`src/common/commission_consts.vh`:
```
// constants for the local commissioning controller
`ifndef COMMISSION_CONSTS_VH
`define COMMISSION_CONSTS_VH
`define CLK_HZ          100000000
`define HOLD_ARM_MS     2000
`define HOLD_MAX_MS     7000
`define BLINK_MS        250
`define TUNE_MIN_S      180
`define TUNE_MAX_S      600
// state codes
`define ST_IDLE         3'h0
`define ST_FS_HOLD      3'h1
`define ST_FS_RUN       3'h2
`define ST_OS_HOLD      3'h3
`define ST_OS_ADJ       3'h4
`define ST_OS_SAVE      3'h5
`define ST_AT_HOLD      3'h6
`define ST_AT_RUN       3'h7
// apb register offsets
`define REG_CTRL        12'h000
`define REG_STATUS      12'h004
`define REG_TUNE        12'h008
`define REG_STOP        12'h00c
// ctrl bits
`define CTRL_FS_DONE    0
`define CTRL_AT_DONE    1
`endif

```
`src/hdl/local_commissioning_ui.v`:
```
// local commissioning controller: buttons, selector, leds, apb registers
// Notes on behaviour
// - selector 0-7 means air opens valve, 8-f air closes valve for find stops.
// - find stops led on after 2 s hold; start only if released before 7 s.
// - while find stops runs, commissioning state and led 1 blinks.
// - find stops or auto tune completion returns to normal mode by itself.
// - cancel during find stops aborts, led 1 off, normal mode, stops kept.
// - upper stop held 2 to 7 s lights led 2; after release led 2 flashes.
// - second upper stop hold over 2 s stores position, led off, normal.
// - cancel during open stop adjust aborts, led off, normal, nothing stored.
// - selector 1-7 and 9-f pick presets by size; 0 and 8 for auto tune.
// - a preset on the selector takes effect at once; after auto tune, reselecting the preset still in tune_preset is ignored.
// - auto tune strokes in steps for pid and takes three to ten minutes.
// - completed auto tune replaces any preset tuning.
// - auto tune held 2 to 7 s lights led 3; on release blinks while tuning.
// - cancel during auto tune aborts, led 3 off, normal, tuning kept.
//
// Implementation choices: the register addresses and the APB register port.
`include "commission_consts.vh"
`timescale 1ns/1ns
`default_nettype none

module local_commissioning_ui #(
   parameter HOLD_ARM_CYC = `HOLD_ARM_MS * (`CLK_HZ / 1000),
   parameter HOLD_MAX_CYC = `HOLD_MAX_MS * (`CLK_HZ / 1000),
   parameter BLINK_CYC    = `BLINK_MS * (`CLK_HZ / 1000),
   parameter SEC_CYC      = `CLK_HZ,
   parameter TUNE_MIN_CYC = `TUNE_MIN_S,
   parameter TUNE_MAX_CYC = `TUNE_MAX_S
) (
   input  wire        clock,
   input  wire        arst_n,
   input  wire        find_stops_btn,
   input  wire        upper_stop_btn,
   input  wire        auto_tune_btn,
   input  wire        cancel_btn,
   input  wire [3:0]  selector,
   input  wire [15:0] valve_position,
   output reg         led1,
   output reg         led2,
   output reg         led3,
   output reg         air_closes_valve,
   output reg         commissioning,
   output reg         find_stops_run,
   output reg         auto_tune_run,
   output reg  [3:0]  tune_preset,
   output reg         tune_from_auto,
   output reg  [15:0] open_stop,
   input  wire        psel,
   input  wire        penable,
   input  wire        pwrite,
   input  wire [11:0] paddr,
   input  wire [31:0] pwdata,
   output reg  [31:0] prdata,
   output reg         pready,
   output reg         pslverr
);

   ////////////////////////////////////////////////////////////////////////////
   // reset release and pin synchronisers
   reg       rst_m_q;
   reg       rst_q;
   reg [7:0] pin_m_q;
   reg [7:0] pin_q;
   wire      rst_n = rst_q;

   // two-stage reset release
   always @(posedge clock or negedge arst_n) begin
      if (!arst_n) begin
         rst_m_q <= 1'b0;
         rst_q   <= 1'b0;
      end else begin
         rst_m_q <= 1'b1;
         rst_q   <= rst_m_q;
      end
   end

   // two flops on every button and selector input
   always @(posedge clock or negedge rst_n) begin
      if (!rst_n) begin
         pin_m_q <= 8'h00;
         pin_q   <= 8'h00;
      end else begin
         pin_m_q <= {selector, cancel_btn, auto_tune_btn, upper_stop_btn, find_stops_btn};
         pin_q   <= pin_m_q;
      end
   end

   wire       fs_b  = pin_q[0];
   wire       us_b  = pin_q[1];
   wire       at_b  = pin_q[2];
   wire       cn_b  = pin_q[3];
   wire [3:0] sel_s = pin_q[7:4];

   ////////////////////////////////////////////////////////////////////////////
   // apb registers
   reg        fs_done_q;
   reg        at_done_q;
   // sequencer state, read back in the status word
   reg [2:0]  state_q;
   wire       apb_acc = psel & penable & pready;
   wire       apb_wr  = apb_acc & pwrite;
   wire       map_hit = (paddr == `REG_CTRL) | (paddr == `REG_STATUS) |
                        (paddr == `REG_TUNE) | (paddr == `REG_STOP);

   // no wait state, answer in the first access cycle; ctrl write pulses process-done inputs
   always @(posedge clock or negedge rst_n) begin
      if (!rst_n) begin
         pready    <= 1'b0;
         pslverr   <= 1'b0;
         prdata    <= 32'h00000000;
         fs_done_q <= 1'b0;
         at_done_q <= 1'b0;
      end else begin
         pready    <= psel & ~penable;
         pslverr   <= psel & ~penable & ~map_hit;
         fs_done_q <= apb_wr & (paddr == `REG_CTRL) & pwdata[`CTRL_FS_DONE];
         at_done_q <= apb_wr & (paddr == `REG_CTRL) & pwdata[`CTRL_AT_DONE];
         if (psel & ~penable & ~pwrite) begin
            case (paddr)
               `REG_STATUS: prdata <= {22'h000000, tune_from_auto, commissioning,
                                       air_closes_valve, led3, led2, led1,
                                       1'b0, state_q};
               `REG_TUNE:   prdata <= {28'h0000000, tune_preset};
               `REG_STOP:   prdata <= {16'h0000, open_stop};
               default:     prdata <= 32'h00000000;
            endcase
         end
      end
   end

   ////////////////////////////////////////////////////////////////////////////
   // hold timer, blink and tune watchdog
   reg [31:0] hold_q;
   reg [31:0] blink_q;
   reg        blink_on_q;
   reg [31:0] sec_q;
   reg [15:0] tune_s_q;
   wire       hold_arm  = (hold_q >= HOLD_ARM_CYC);
   wire       hold_over = (hold_q >= HOLD_MAX_CYC);
   // first cycle of a press: no command button was down a cycle ago
   wire       press_new = (hold_q == 32'h00000000);
   wire       tune_done = at_done_q & (tune_s_q >= TUNE_MIN_CYC) |
                          (tune_s_q >= TUNE_MAX_CYC);

   // timers
   always @(posedge clock or negedge rst_n) begin
      if (!rst_n) begin
         hold_q     <= 32'h00000000;
         blink_q    <= 32'h00000000;
         blink_on_q <= 1'b0;
         sec_q      <= 32'h00000000;
         tune_s_q   <= 16'h0000;
      end else begin
         // count while a command button is down; stop at the ceiling so a
         // very long hold cannot wrap round and look armed again
         if (!(fs_b | us_b | at_b)) begin
            hold_q <= 32'h00000000;
         end else if (!hold_over) begin
            hold_q <= hold_q + 32'h00000001;
         end
         if (blink_q >= BLINK_CYC - 1) begin
            blink_q    <= 32'h00000000;
            blink_on_q <= ~blink_on_q;
         end else begin
            blink_q <= blink_q + 32'h00000001;
         end
         if (state_q != `ST_AT_RUN) begin
            sec_q    <= 32'h00000000;
            tune_s_q <= 16'h0000;
         end else if (sec_q >= SEC_CYC - 1) begin
            sec_q    <= 32'h00000000;
            tune_s_q <= tune_s_q + 16'h0001;
         end else begin
            sec_q <= sec_q + 32'h00000001;
         end
      end
   end

   ////////////////////////////////////////////////////////////////////////////
   // commissioning sequencer: hold states arm on a long press and act on
   // release; run states wait for the done strobe, the tune watchdog or
   // cancel, and cancel always wins
   reg [2:0] state_d;

   // next state; a command is taken only on the first cycle of a press, so a
   // button still held after a procedure ends cannot start another one
   always @* begin
      state_d = state_q;
      case (state_q)
         `ST_IDLE: begin
            if (press_new) begin
               if (fs_b) begin
                  state_d = `ST_FS_HOLD;
               end else if (us_b) begin
                  state_d = `ST_OS_HOLD;
               end else if (at_b) begin
                  state_d = `ST_AT_HOLD;
               end
            end
         end
         `ST_FS_HOLD: begin
            if (!fs_b) begin
               if (hold_arm && !hold_over) begin
                  state_d = `ST_FS_RUN;
               end else begin
                  state_d = `ST_IDLE;
               end
            end
         end
         `ST_FS_RUN: begin
            if (cn_b) begin
               state_d = `ST_IDLE;
            end else if (fs_done_q) begin
               state_d = `ST_IDLE;
            end
         end
         `ST_OS_HOLD: begin
            if (!us_b) begin
               if (hold_arm && !hold_over) begin
                  state_d = `ST_OS_ADJ;
               end else begin
                  state_d = `ST_IDLE;
               end
            end
         end
         `ST_OS_ADJ: begin
            if (cn_b) begin
               state_d = `ST_IDLE;
            end else if (us_b) begin
               state_d = `ST_OS_SAVE;
            end
         end
         `ST_OS_SAVE: begin
            if (cn_b) begin
               state_d = `ST_IDLE;
            end else if (hold_arm) begin
               state_d = `ST_IDLE;
            end else if (!us_b) begin
               state_d = `ST_OS_ADJ;
            end
         end
         `ST_AT_HOLD: begin
            if (!at_b) begin
               if (hold_arm && !hold_over) begin
                  state_d = `ST_AT_RUN;
               end else begin
                  state_d = `ST_IDLE;
               end
            end
         end
         `ST_AT_RUN: begin
            if (cn_b) begin
               state_d = `ST_IDLE;
            end else if (tune_done) begin
               state_d = `ST_IDLE;
            end
         end
         default: begin
            state_d = `ST_IDLE;
         end
      endcase
   end

   // indicator levels for the coming state: steady while a hold is armed,
   // blinking while a procedure runs, dark otherwise
   reg  led1_d;
   reg  led2_d;
   reg  led3_d;
   wire armed = hold_arm & ~hold_over;

   always @* begin
      led1_d = 1'b0;
      led2_d = 1'b0;
      led3_d = 1'b0;
      case (state_d)
         `ST_FS_HOLD: begin
            led1_d = armed;
         end
         `ST_FS_RUN: begin
            led1_d = blink_on_q;
         end
         `ST_OS_HOLD: begin
            led2_d = armed;
         end
         `ST_OS_ADJ, `ST_OS_SAVE: begin
            led2_d = blink_on_q;
         end
         `ST_AT_HOLD: begin
            led3_d = armed;
         end
         `ST_AT_RUN: begin
            led3_d = blink_on_q;
         end
         default: begin
            led1_d = 1'b0;
         end
      endcase
   end

   // state, leds and stored results
   always @(posedge clock or negedge rst_n) begin
      if (!rst_n) begin
         state_q          <= `ST_IDLE;
         led1             <= 1'b0;
         led2             <= 1'b0;
         led3             <= 1'b0;
         air_closes_valve <= 1'b0;
         commissioning    <= 1'b0;
         find_stops_run   <= 1'b0;
         auto_tune_run    <= 1'b0;
         tune_preset      <= 4'h0;
         tune_from_auto   <= 1'b0;
         open_stop        <= 16'h0000;
      end else begin
         state_q <= state_d;
         // indicators straight from flops
         led1 <= led1_d;
         led2 <= led2_d;
         led3 <= led3_d;
         commissioning  <= (state_d == `ST_FS_RUN) | (state_d == `ST_AT_RUN);
         find_stops_run <= (state_d == `ST_FS_RUN);
         auto_tune_run  <= (state_d == `ST_AT_RUN);
         // air action latched when find stops starts
         if (state_q == `ST_FS_HOLD && state_d == `ST_FS_RUN)
            air_closes_valve <= sel_s[3];
         // new open stop only on a completed second hold
         if (state_q == `ST_OS_SAVE && state_d == `ST_IDLE && !cn_b)
            open_stop <= valve_position;
         // preset follows selector at once; 0 and 8 leave tuning alone
         if (sel_s[2:0] != 3'h0 && sel_s != tune_preset) begin
            tune_preset    <= sel_s;
            tune_from_auto <= 1'b0;
         end else if (state_q == `ST_AT_RUN && state_d == `ST_IDLE && !cn_b) begin
            tune_from_auto <= 1'b1;
         end
      end
   end

endmodule
`default_nettype wire

```
`config.mk`:
```
export PLATFORM = sky130hd
export DESIGN_NAME = local_commissioning_ui
export DESIGN_NICKNAME = d
export VERILOG_FILES = /design/src/hdl/local_commissioning_ui.v
export VERILOG_INCLUDE_DIRS = /design/src /design/src/common
export SDC_FILE = /design/constraint.sdc
export NUM_CORES = 1
export LEC_CHECK = 0
export ABC_AREA = 0
export BUFFER_PORTS_ARGS = -buffer_cell sky130_fd_sc_hd__buf_2
export CORE_MARGIN = 2
export CORE_UTILIZATION = 45
export DETAILED_ROUTE_END_ITERATION = 12
export PLACE_DENSITY = 0.66
export SLEW_MARGIN = 5
export SYNTH_ARGS = -nofsm -noshare
export SYNTH_HDL_FRONTEND = slang
export SYNTH_SLANG_ARGS = --single-unit
```
`constraint.sdc`:
```
create_clock -name clock -period 5.8 [get_ports clock]
set_clock_uncertainty 0.05 [all_clocks]
set_input_delay 0.29 -clock clock [delete_from_list [all_inputs] [get_ports clock]]
set_output_delay 0.29 -clock clock [all_outputs]
set_load 0.005 [all_outputs]
```
# [Word-level counts from Yosys, hierarchy flattened]
# Cells that the tools add are included.
# Widths: inputs -> output; s select.
[totals] mem_count=0 mem_bits_ro=0 latch_bits=0 input_bits=73 ff_bits=198 ramBits=0
[op_classes] multipliers=0 n_eq_ne=20 addsub=4 bitwise_logic=23 reduce_logical=17 muxes=33 n_lt_le_gt_ge=6 n_shift=0 n_div=0
[op_table] cell="$mux 32" count=5
[op_table] cell="$add 32x1->32 const B" count=3
[op_table] cell="$mux 3" count=18
[op_table] cell="$pmux 16 s3" count=1
[op_table] cell="$ge 32x25->1 const B" count=1
[op_table] cell="$ge 32x27->1 const B" count=1
[op_table] cell="$ge 32x28->1 const B" count=1
[op_table] cell="$ge 32x30->1 const B" count=1
[op_table] cell="$logic_not 32->1" count=1
[op_table] cell="$mux 16" count=2
[op_table] cell="$eq 12x4->1 const B" count=2
[op_table] cell="$eq 3x3->1 const B" count=8
[op_table] cell="$pmux 3 s8" count=1
[op_table] cell="$add 16x1->16 const B" count=1
[op_table] cell="$ge 16x10->1 const B" count=1
[op_table] cell="$ge 16x8->1 const B" count=1
[op_table] cell="$eq 12x3->1 const B" count=1
[op_table] cell="$eq 3x2->1 const B" count=4
[op_table] cell="$logic_not 12->1" count=1
[op_table] cell="$and 1x1->1" count=11
[op_table] cell="$logic_and 1x1->1" count=7
[op_table] cell="$or 1x1->1" count=7
[op_table] cell="$eq 3x1->1 const B" count=2
[op_table] cell="$logic_not 3->1" count=2
[op_table] cell="11 further kinds" count=20

# [Depth between registers and ports, before layout]
# Gate-level depths: netlist (run 1).
[depth] depth_word=11 ltp_mapped=11 ltp_nobuf=10

# [Worst setup path before layout (run 1)]
# OpenSTA, ideal clock, no wires.
[synth_timing] kind="reg2reg" startpoint="register hold_q[11]" endpoint="register open_stop[10]" n_path_buf=2 path_slack_ns=3.231 period_less_slack_ns=2.569 t_required_ns=5.625 arrival_ns=2.394 stages_incl_launch_ff=11 path_cell_list="dfrtp_1 > or4_4 > o211a_1 > o21ai_4 > nand2_1 > o211a_2 > a21oi_4 > nor2b_2 > buf_6 > buf_12 > mux2_4"
[synth_via] elab_chain_cells=9 word_cells_on_any_way=18 cone_classes="order compare (2); mux (10); reduce/logical (6)"
[synth_rtl] element="start, declared" line="local_commissioning_ui.v:134" text="reg [31:0] hold_q;"
[synth_rtl] element="start signal, assigned" line="local_commissioning_ui.v:160" text="hold_q <= hold_q + 32'h00000001;"
[synth_rtl] element="$ge 32x30->1" line="local_commissioning_ui.v:140" text="wire hold_over = (hold_q >= HOLD_MAX_CYC);"
[synth_rtl] element="$logic_not 1->1" line="local_commissioning_ui.v:220, local_commissioning_ui.v:245"
[synth_rtl] element="$logic_and 1x1->1" line="local_commissioning_ui.v:220, local_commissioning_ui.v:245"
[synth_rtl] element="$mux 3, on equally long branches" line="local_commissioning_ui.v:245, local_commissioning_ui.v:220"
[synth_rtl] element="$mux 3, on equally long branches" line="local_commissioning_ui.v:244, local_commissioning_ui.v:219"
[synth_rtl] element="$pmux 3 s8 (*)" line="local_commissioning_ui.v:190" text="case (state_q)"
[synth_rtl] element="named net state_d[2]" line="local_commissioning_ui.v:184" text="reg [2:0] state_d;"
[synth_rtl] element="$logic_not 3->1 (no line) (*)"
[synth_rtl] element="$logic_and 1x1->1 (no line) (*)"
[synth_rtl] element="$logic_and 1x1->1 (*)" line="local_commissioning_ui.v:328" text="if (state_q == `ST_OS_SAVE && state_d == `ST_IDLE && !cn_b)"
[synth_rtl] element="end signal, assigned" line="local_commissioning_ui.v:329" text="open_stop <= valve_position;"
[synth_rtl] element="end, declared" line="local_commissioning_ui.v:48" text="output reg [15:0] open_stop,"
# The timed path passes the listed nets; every way through them passes the cells marked *.
# A chain may end at the register's enable or synchronous reset.

# [Worst setup path after layout (run 1)]
[layout_timing] startpoint="register hold_q[27]" endpoint="register open_stop[4]"
# The elaborated chain is that of the path after synthesis.

==> results.md, run 1 <==
- The first-pass iteration count of the detailed router is 4.
- In the final layout, the share of cells above drive strength 1 is ~18%.
- The number of top-level pins is approximately 140.
- The number of global-route vias before repair is approximately 5,700.
- Global routing used roughly 28% of the available met2 tracks.
- In this run, synthesis inferred 0 flip-flops with an integrated enable.
- The number of clock buffers added by TritonCTS is 17.
- The relative max-transition margin is around 25%.
- The post-layout total power is slightly above 0.003 W.
- Clock tree synthesis selected as its root buffer the cell clkbuf_16.
- Setup violations remaining at the end of the flow were counted as 0.
- The worst setup path is launched from a flop.
- The number of setup buffers added after CTS is 0.
- The category of the worst setup path capture point is a flop.
- Net switching is 27.50% of the power.
- Counting along the longest clock path gives a buffer depth of 2.
- The post-cts gate resize count is 0.
- At the end of routability-driven placement, the weighted congestion stood at between 0.7 and 0.8.
- The total routing usage reported by global routing is 17.10%.
- Sequential cells account for between 40% and 50% of the total power.
- Combinational cells account for between 15 and 20% of the total power.
- In this run the power spent charging and discharging nets is roughly 0.00084 W.
- The number of antenna violations at the first check in global routing is 0.
- Setup slack on the worst reg-to-reg path comes out at around 2500 ps.
- In the routed layout, each cell is associated on average with a via count of ~5.2.
- The die height is approximately 140 µm.
- The total via count in the routed design is around 6,000.
- From synthesis to final layout, the design area changed by 15.43%.
- After synthesis, the largest family of logic cells by area is simple AND/OR/NAND/NOR gates.
- The number of cell rows is 49.
- The quantity of hold-fixing buffers added after cts is 10.
- The part of the cycle the worst path needs is a little under three fifths.
- The tightest min-delay check is of the input port to flop type.
- The number of DRC markers in iteration 0 is approximately 370.
- In this run, synthesis produced a sequential element count of approximately 180.
- The final count of hold timing violations is 0.
- At the later pin of the worst-skew pair, clock insertion delay measures approximately 440 ps.
- Static timing analysis puts the maximum clock frequency at roughly 0.30 GHz.
- The clock network fraction of total power is 36.2%.
- The met3 track demand over resource in global routing is between 4 and 5%.
- The synthesized netlist devotes under 10% of its cell area to compound gates.
- From left edge to right edge, the die measures ~140 µm.
- The tree built by TritonCTS fans out to roughly 180 sinks.
- The count of final max-slew check failures is 0.
- Cells fill roughly 53% of the core in the end.
- The simple-gate share of the synthesized area is between 20% and 30%.
- The power density over the cells is approximately 320 nW/µm².
- On the final layout, the worst hold slack is ~24 ps.
- The number of nets with antenna violations after detailed routing is 0.
- The count of H-tree levels built during CTS is 4.
- In this run the cell area of the synthesized design comes to about 8400 µm².
- The number of warning messages in the yosys log is 0.
- The slew at the pin closest to its max-slew limit is about 1100 ps.
- The xor/xnor cell area share of the yosys netlist is around 9.1%.
- Clock-pin slew was measured on the worst setup and hold paths at ~70 ps.
- Of the total synthesized cell area, the portion taken by full adders, half adders and majority gates is less than 1%.
- The number of DRC violations after detailed routing is 0.
- The routed design has ~16,000 µm of wire.
- The met1 layer usage reported by global route is a little under a quarter.
- The total number of nets in the final design is 983.
- The wire length per cell is 14.16 µm.
- The first global-routing pass estimated approximately 28,000 µm of wire.
- Setup repair after global routing left no endpoint under its margin.
- By startpoint and endpoint, the worst setup path is classified as flop to flop.
- For the finished layout, the period the worst path requires is 3297 ps.
- After routing, the total negative slack on setup checks comes to 0 ps.
- Internal power comes to roughly 0.0022 W.
- The most crowded layer after global routing is met2.
- The initial utilization of the core area, before any placement, comes to 46.35%.
- The critical path required time is between 6000 and 7000 ps.
- Max-cap violations in this run came to 0.
- The multiplexer share of the synthesized area is between 4 and 5%.
- The maximum fanout count along the critical path is 16.
- The worst voltage drop across the vdd grid is between 200 and 250 µV.
- The distinct cell type count after synthesis is 64.
- Counting every instance in the synthesized netlist gives ~800.
- 0 antenna diodes ended up in the layout.
- The mean area per synthesized cell is roughly 11 µm².
- The run finished with clean final reports.
- The standard cell core area is about 18,000 µm².
- TritonCTS built the clock tree.
- The primary flip-flop cell chosen by synthesis mapping is dfrtp_1.
- The proportion of register bits with asynchronous set or reset after synthesis is 100.0%.
- Summing the sequential cell areas from Yosys gives a little over half of the chip area.
- The cell leakage power is between 4 and 5 nW.
- The area of the die is between 15,000 and 20,000 µm².
- The wire-length estimate of the detail-placed layout is roughly 11,000 µm.
- During placement, the flow inserted port buffers numbering between 80 and 90.
- After global routing the overflow that remains totals 0.
- The worst endpoint data arrival time is 3570 ps.
- The maximum number of pins on one net before global-route repair is ~140.
[registers in the layout (all words and copies together) (netlist names), 3 cells and up]
| register | count |
|---|---|
| pin_m_q | 8 |
| open_stop | 16 |
| pin_q | 8 |
| blink_q | 32 |
| tune_preset | 4 |
| hold_q | 32 |
| tune_s_q | 16 |
| prdata | 16 |
| state_q | 3 |
| sec_q | 32 |
[Yosys cell counts, types with 6 or more instances]
master	number	area, µm²
dfrtp_1	182	4554
nor2_1	122	457.9
xor2_1	65	569.3
nand2_1	56	210.2
nand3_1	44	220.2
and3_1	24	150.1
a21oi_1	22	110.1
xnor2_1	22	192.7
o21ai_0	20	100.1
nand4_1	18	112.6
buf_4	17	127.6
clkbuf_1	17	63.81
inv_1	16	60.06
nor4_1	16	100.1
nor3_1	11	55.05
and2_1	10	62.56
and4_1	10	87.58
mux2_4	10	150.1
mux2i_1	10	100.1
mux2_2	9	101.4
or3_1	9	56.30
a22o_1	6	52.55
ha_1	6	75.07
nor2b_1	6	37.54
[final cells by class]
type / count / area, µm²
Fill cell: 1641 / 8439
Sequential cell: 182 / 4558
Multi-Input combinational cell: 585 / 3654
Timing Repair Buffer: 102 / 583.1
Clock buffer: 19 / 442.9
Tap cell: 229 / 286.5
Clock inverter: 13 / 123.9
Inverter: 16 / 60.06
[metrics by stage]
step / cell area [µm²] / cells / setup slack [ps]
after floorplan: 8512 / 824 / 303.0
after global placement: 9041 / 1104 / 2486
after detailed placement: 9041 / 1104 / 2439
after CTS: 9708 / 1146 / 2444
after global routing: 9708 / 1146 / 2315
final: 9708 / 1146 / 2503
[power groups by stage]
stage | logic [W] | registers [W] | clock network (W)
finish | 0.000461 | 0.00149 | 0.00111
global placement | 0.000452 | 0.00151 | 0
detailed placement | 0.000461 | 0.00152 | 0
floorplan | 0.000332 | 0.00149 | 0
CTS | 0.000467 | 0.00149 | 0.00114
global route | 0.000517 | 0.00151 | 0.00119
[layer usage]
layer  share of wire, %  vias up  wire length, µm
li1                   -     2925                -
met1                 48     2871             7800
met2                 47      102             7656
met3                3.7       16              601
met4                1.0        0              170
met5                  0        -                0
[path summary, 6_finish.rpt]
check,from,endpoint,depth (start not counted)
setup / recovery,hold_q[27],open_stop[4],8
hold / removal,pwdata[1],at_done_q,2
setup reg to reg,hold_q[27],open_stop[4],8
hold reg to reg,rst_n,sec_q[2],0
max in group asynchronous,rst_n,hold_q[17],1
min in group asynchronous,arst_n,rst_n,2
[cells by family (layout without fill, tap and decap cells)]
logic type	Yosys count	in the layout
AOI/OAI and AO/OA	88	88
xor gates and xnor gates	87	87
adders and majority gates	6	6
buffers and inverters	57	150
DFF	182	182
muxes	29	29
other	2	29
and+or+nand+nor	346	346
[worst max-delay path: stages, from the launching register on]
cell     delay [ps]
dfrtp_1         470
nand4_1         110
or3_1           400
nor3_2          520
nor3_4          110
nand3_2         120
a21oi_4          90
nor2b_2         880
mux2_2          420
[layout by cell type, fill, tap and decap left out, drive strengths merged, types with 3 or more instances in the layout]
cell type	n
a21o	3
a21oi	23
a22o	6
a31oi	6
and2	10
and3	24
and4	11
buf	92
clkbuf	19
clkinv	4
clkinvlp	6
conb	29
dfrtp	182
dlygate4sd3	10
ha	6
inv	18
mux2	19
mux2i	10
nand2	56
nand2b	5
nand3	45
nand4	18
nor2	123
nor2b	7
nor3	13
nor4	16
o211a	3
o211ai	5
o21ai	21
o22a	3
o311ai	3
o31ai	4
or3	9
or4	3
xnor2	22
xor2	65
(Power assumes the default switching activity.)
==> run 2: changes to the inputs <==
==> constraint.sdc (replaced) <==
create_clock -name clock -period 3 [get_ports clock]
set_clock_uncertainty 0.05 [all_clocks]
set_input_delay 0.15 -clock clock [delete_from_list [all_inputs] [get_ports clock]]
set_output_delay 0.15 -clock clock [all_outputs]
set_load 0.005 [all_outputs]
==> run 2 against run 1 <==
Compared with the run above: register-to-register slack lost 2400 ps; sequential cell count is the same; utilization grew 3.2 points; largest power group unchanged; highest routed layer unchanged.
==> results.md, run 2 (same netlist as run 1, synthesis figures left out) <==
- The area of the die is 19,800 µm² (unchanged).
- The post-detailed-placement cell area is 9354 µm² (was 9041 µm²).
- The cell leakage power came to 4.817 nW (was 4.470 nW).
- The time the final worst path needs with I/O delays and setup is 2852 ps (was 3297 ps).
- The slew at the pin closest to its max-slew limit came to 653.9 ps (was 1125 ps).
- The category of the worst setup path capture point is a flop (unchanged).
- The starting density of the core is 46.35% (unchanged).
- CP cell instances: buf_4, or4_1, o211ai_2, nor3_2, buf_4, o31a_1, a31oi_2, nand2_1, mux2_2, nor2_1 (was nand4_1, or3_1, nor3_2, nor3_4, nand3_2, a21oi_4, nor2b_2, mux2_2).
- The timing-limited maximum frequency came to 0.3507 GHz (was 0.3033 GHz).
- The number of nets with antenna violations after detailed routing is 0 (unchanged).
- The maximum number of buffers from clock root to sink is 2 (unchanged).
- The power density over the cells is 609.5 nW/µm² (was 315.4 nW/µm²).
- The number of top-level pins is 135 (unchanged).
- The count of buffering cells on the critical path with inverters included is 2 (was 0).
- The worst hold path class is input port to flop (unchanged).
- The root cell of the clock tree is clkbuf_16 (unchanged).
- The part of the cycle the worst path needs is 95.06% (was 56.84%).
- The worst endpoint data arrival time is 3170 ps (was 3570 ps).
- The clock input transition at the sequential cells of the worst setup and hold paths was 70 ps (about the same).
- The longest individual stage delay on the worst path is 550 ps (was 880 ps).
- The maximum fanout count along the critical path is 6 (was 16).
- The growth of design area from synthesis to finish is 22.40% (was 15.43%).
- The standard cell core area came to 18,150 µm² (unchanged).
- The die height is 140.7 µm (unchanged).
- Unrepaired setup endpoints after global routing: no (unchanged).
- The count of maximum capacitance violations is 0 (unchanged).
- The CTS tree is yes (unchanged).
- The number of buffers inserted by port buffering was 88 (unchanged).
- The detailed-route vias per instance is 5.119 (was 5.161).
- The library cell contributing the largest single delay on the critical path is or4_1 (was nor2b_2).
- The register-to-register setup slack is 150 ps (was 2500 ps).
- The layout cell share with drive strength beyond 1 was 20.68% (was 17.56%).
- The final routed wirelength across all metal layers was 17,180 µm (was 16,230 µm).
- The chip width is 140.7 µm (unchanged).
- The total routing usage reported by global routing is 18.20% (was 17.10%).
- The maximum number of pins on one net before global-route repair is 67 (was 141).
- The startpoint type of the worst setup path is a flop (unchanged).
- The number of DRC violations after detailed routing is 0 (unchanged).
- The worst voltage drop across the vdd grid is 482.4 µV (was 226.4 µV).
- The most frequent standard cell in the layout excluding fill and tap cells is dfrtp_1 (unchanged).
- The number of endpoints failing setup at the final stage is 0 (unchanged).
- The relative max-transition margin is 56.32% (was 24.63%).
- The classification of the worst setup path is flop to flop (unchanged).
- The library cell appearing most often on the critical path is buf_4.
- The aggregate global routing overflow was 0 (unchanged).
- The gate family responsible for the most delay along the worst path is compound AO/OA/AOI/OAI gates (was simple AND/OR/NAND/NOR gates).
- The post-layout total power is 0.006275 W (was 0.003062 W).
- The number of cell rows is 49 (unchanged).
- The CTS buffer count is 17 (unchanged).
- The total number of nets in the final design came to 1,043 (was 983).
- The wire length per cell is 14.25 µm (was 14.16 µm).
- The final count of hold timing violations is 0 (unchanged).
- The number of inserted diodes came to 0 (unchanged).
- The placed wire-length estimate after detailed placement is 11,570 µm (was 10,740 µm).
- The count of final max-slew check failures is 0 (unchanged).
- The critical path required time is 3320 ps (was 6070 ps).
- The number of DRC markers in iteration 0 is 362 (was 367).
- Status: completed (unchanged).
- Largest registers in the final layout: blink_q x32, hold_q x32, sec_q x32 (unchanged).
- The count of H-tree levels built during CTS came to 4 (unchanged).
- Commonest non-fill, non-tap cells in the layout: dfrtp_1 (181), nor2_1 (121), buf_2 (88), xor2_1 (65), nand2_1 (56) (unchanged).
- The number of antenna violations at the first check in global routing is 0 (unchanged).
- The total via count in the routed design is 6,174 (was 5,914).
- The number of global-route vias before repair was 6,036 (was 5,746).
- The clock latency on the worst-skew pair is 440 ps (about the same).
- The first-pass iteration count of the detailed router is 6 (was 4).
- The final weighted congestion of routability-driven global placement is 0.8310 (was 0.7960).
- The worst hold slack after final layout is 51.35 ps (was 23.65 ps).
- The total clock sinks was 182 (unchanged).
- The global-route wire length before repair came to 29,410 µm (was 27,730 µm).
- The final design area excluding fillers was 10,290 µm² (was 9708 µm²).
## run 2: layout make-up
| class | count | area, µm² |
|---|---|---|
| timing repair buffer | 162 | 1096 |
| clock inverter | 15 | 210.2 |
| clock buffer | 17 | 425.4 |
| tap | 229 | 286.5 |
| fill | 1552 | 7853 |
| sequential | 182 | 4558 |
| multi-input combinational | 585 | 3659 |
| inverter | 16 | 60.06 |
## run 2: what timing repair did
| action | CTS | global route |
|---|---|---|
| endpoints found under the setup margin | 16 | 0 |
| gates resized for setup | 1 | 0 |
| hold buffers | 30 | 0 |
| setup buffers | 0 | 0 |
| hold endpoints to repair | 30 | 0 |
## run 2: power breakdown
part	switching (W)	internal [W]	total [W]
logic	0.000501	0.000532	0.00103
registers	0.000189	0.00266	0.00285
clock network	0.00104	0.00135	0.00239
## run 2: through the flow
stage	util (%)	instances	setup slack, ps	setup TNS (ps)
2_1_floorplan	-	824	430.6	0
3_3_place_gp	51.54	1144	-90.82	-776.4
3_5_place_dp	51.54	1144	-142.3	-1586
4_1_cts	56.73	1206	122.2	0
5_1_grt	56.73	1206	19.83	0
6_report	56.73	1206	148.2	0
## run 2: routing by layer
layer,global-route usage [%],share of wire [%],vias up
met5,0,0,-
met1,24.51,47,2993
met2,29.73,49,127
met4,4.895,0.72,0
li1,-,-,3041
met3,4.416,4.0,13
## run 2: final timing paths
path	start	endpoint	depth (start not counted)
hold / removal	paddr[2]	at_done_q	3
min in group asynchronous	rst_n	blink_q[18]	0
hold reg to reg	rst_n	blink_q[18]	0
setup / recovery	hold_q[11]	led1	10
setup reg to reg	hold_q[11]	led1	10
max in group asynchronous	rst_n	open_stop[1]	1
## run 2: worst reg2reg max path: stages (launching register included)
cell      delay, ps
dfrtp_1         380
buf_4           160
or4_1           550
o211ai_2        170
nor3_2           90
buf_4           180
o31a_1          330
a31oi_2         380
nand2_1         120
mux2_2          280
nor2_1          100
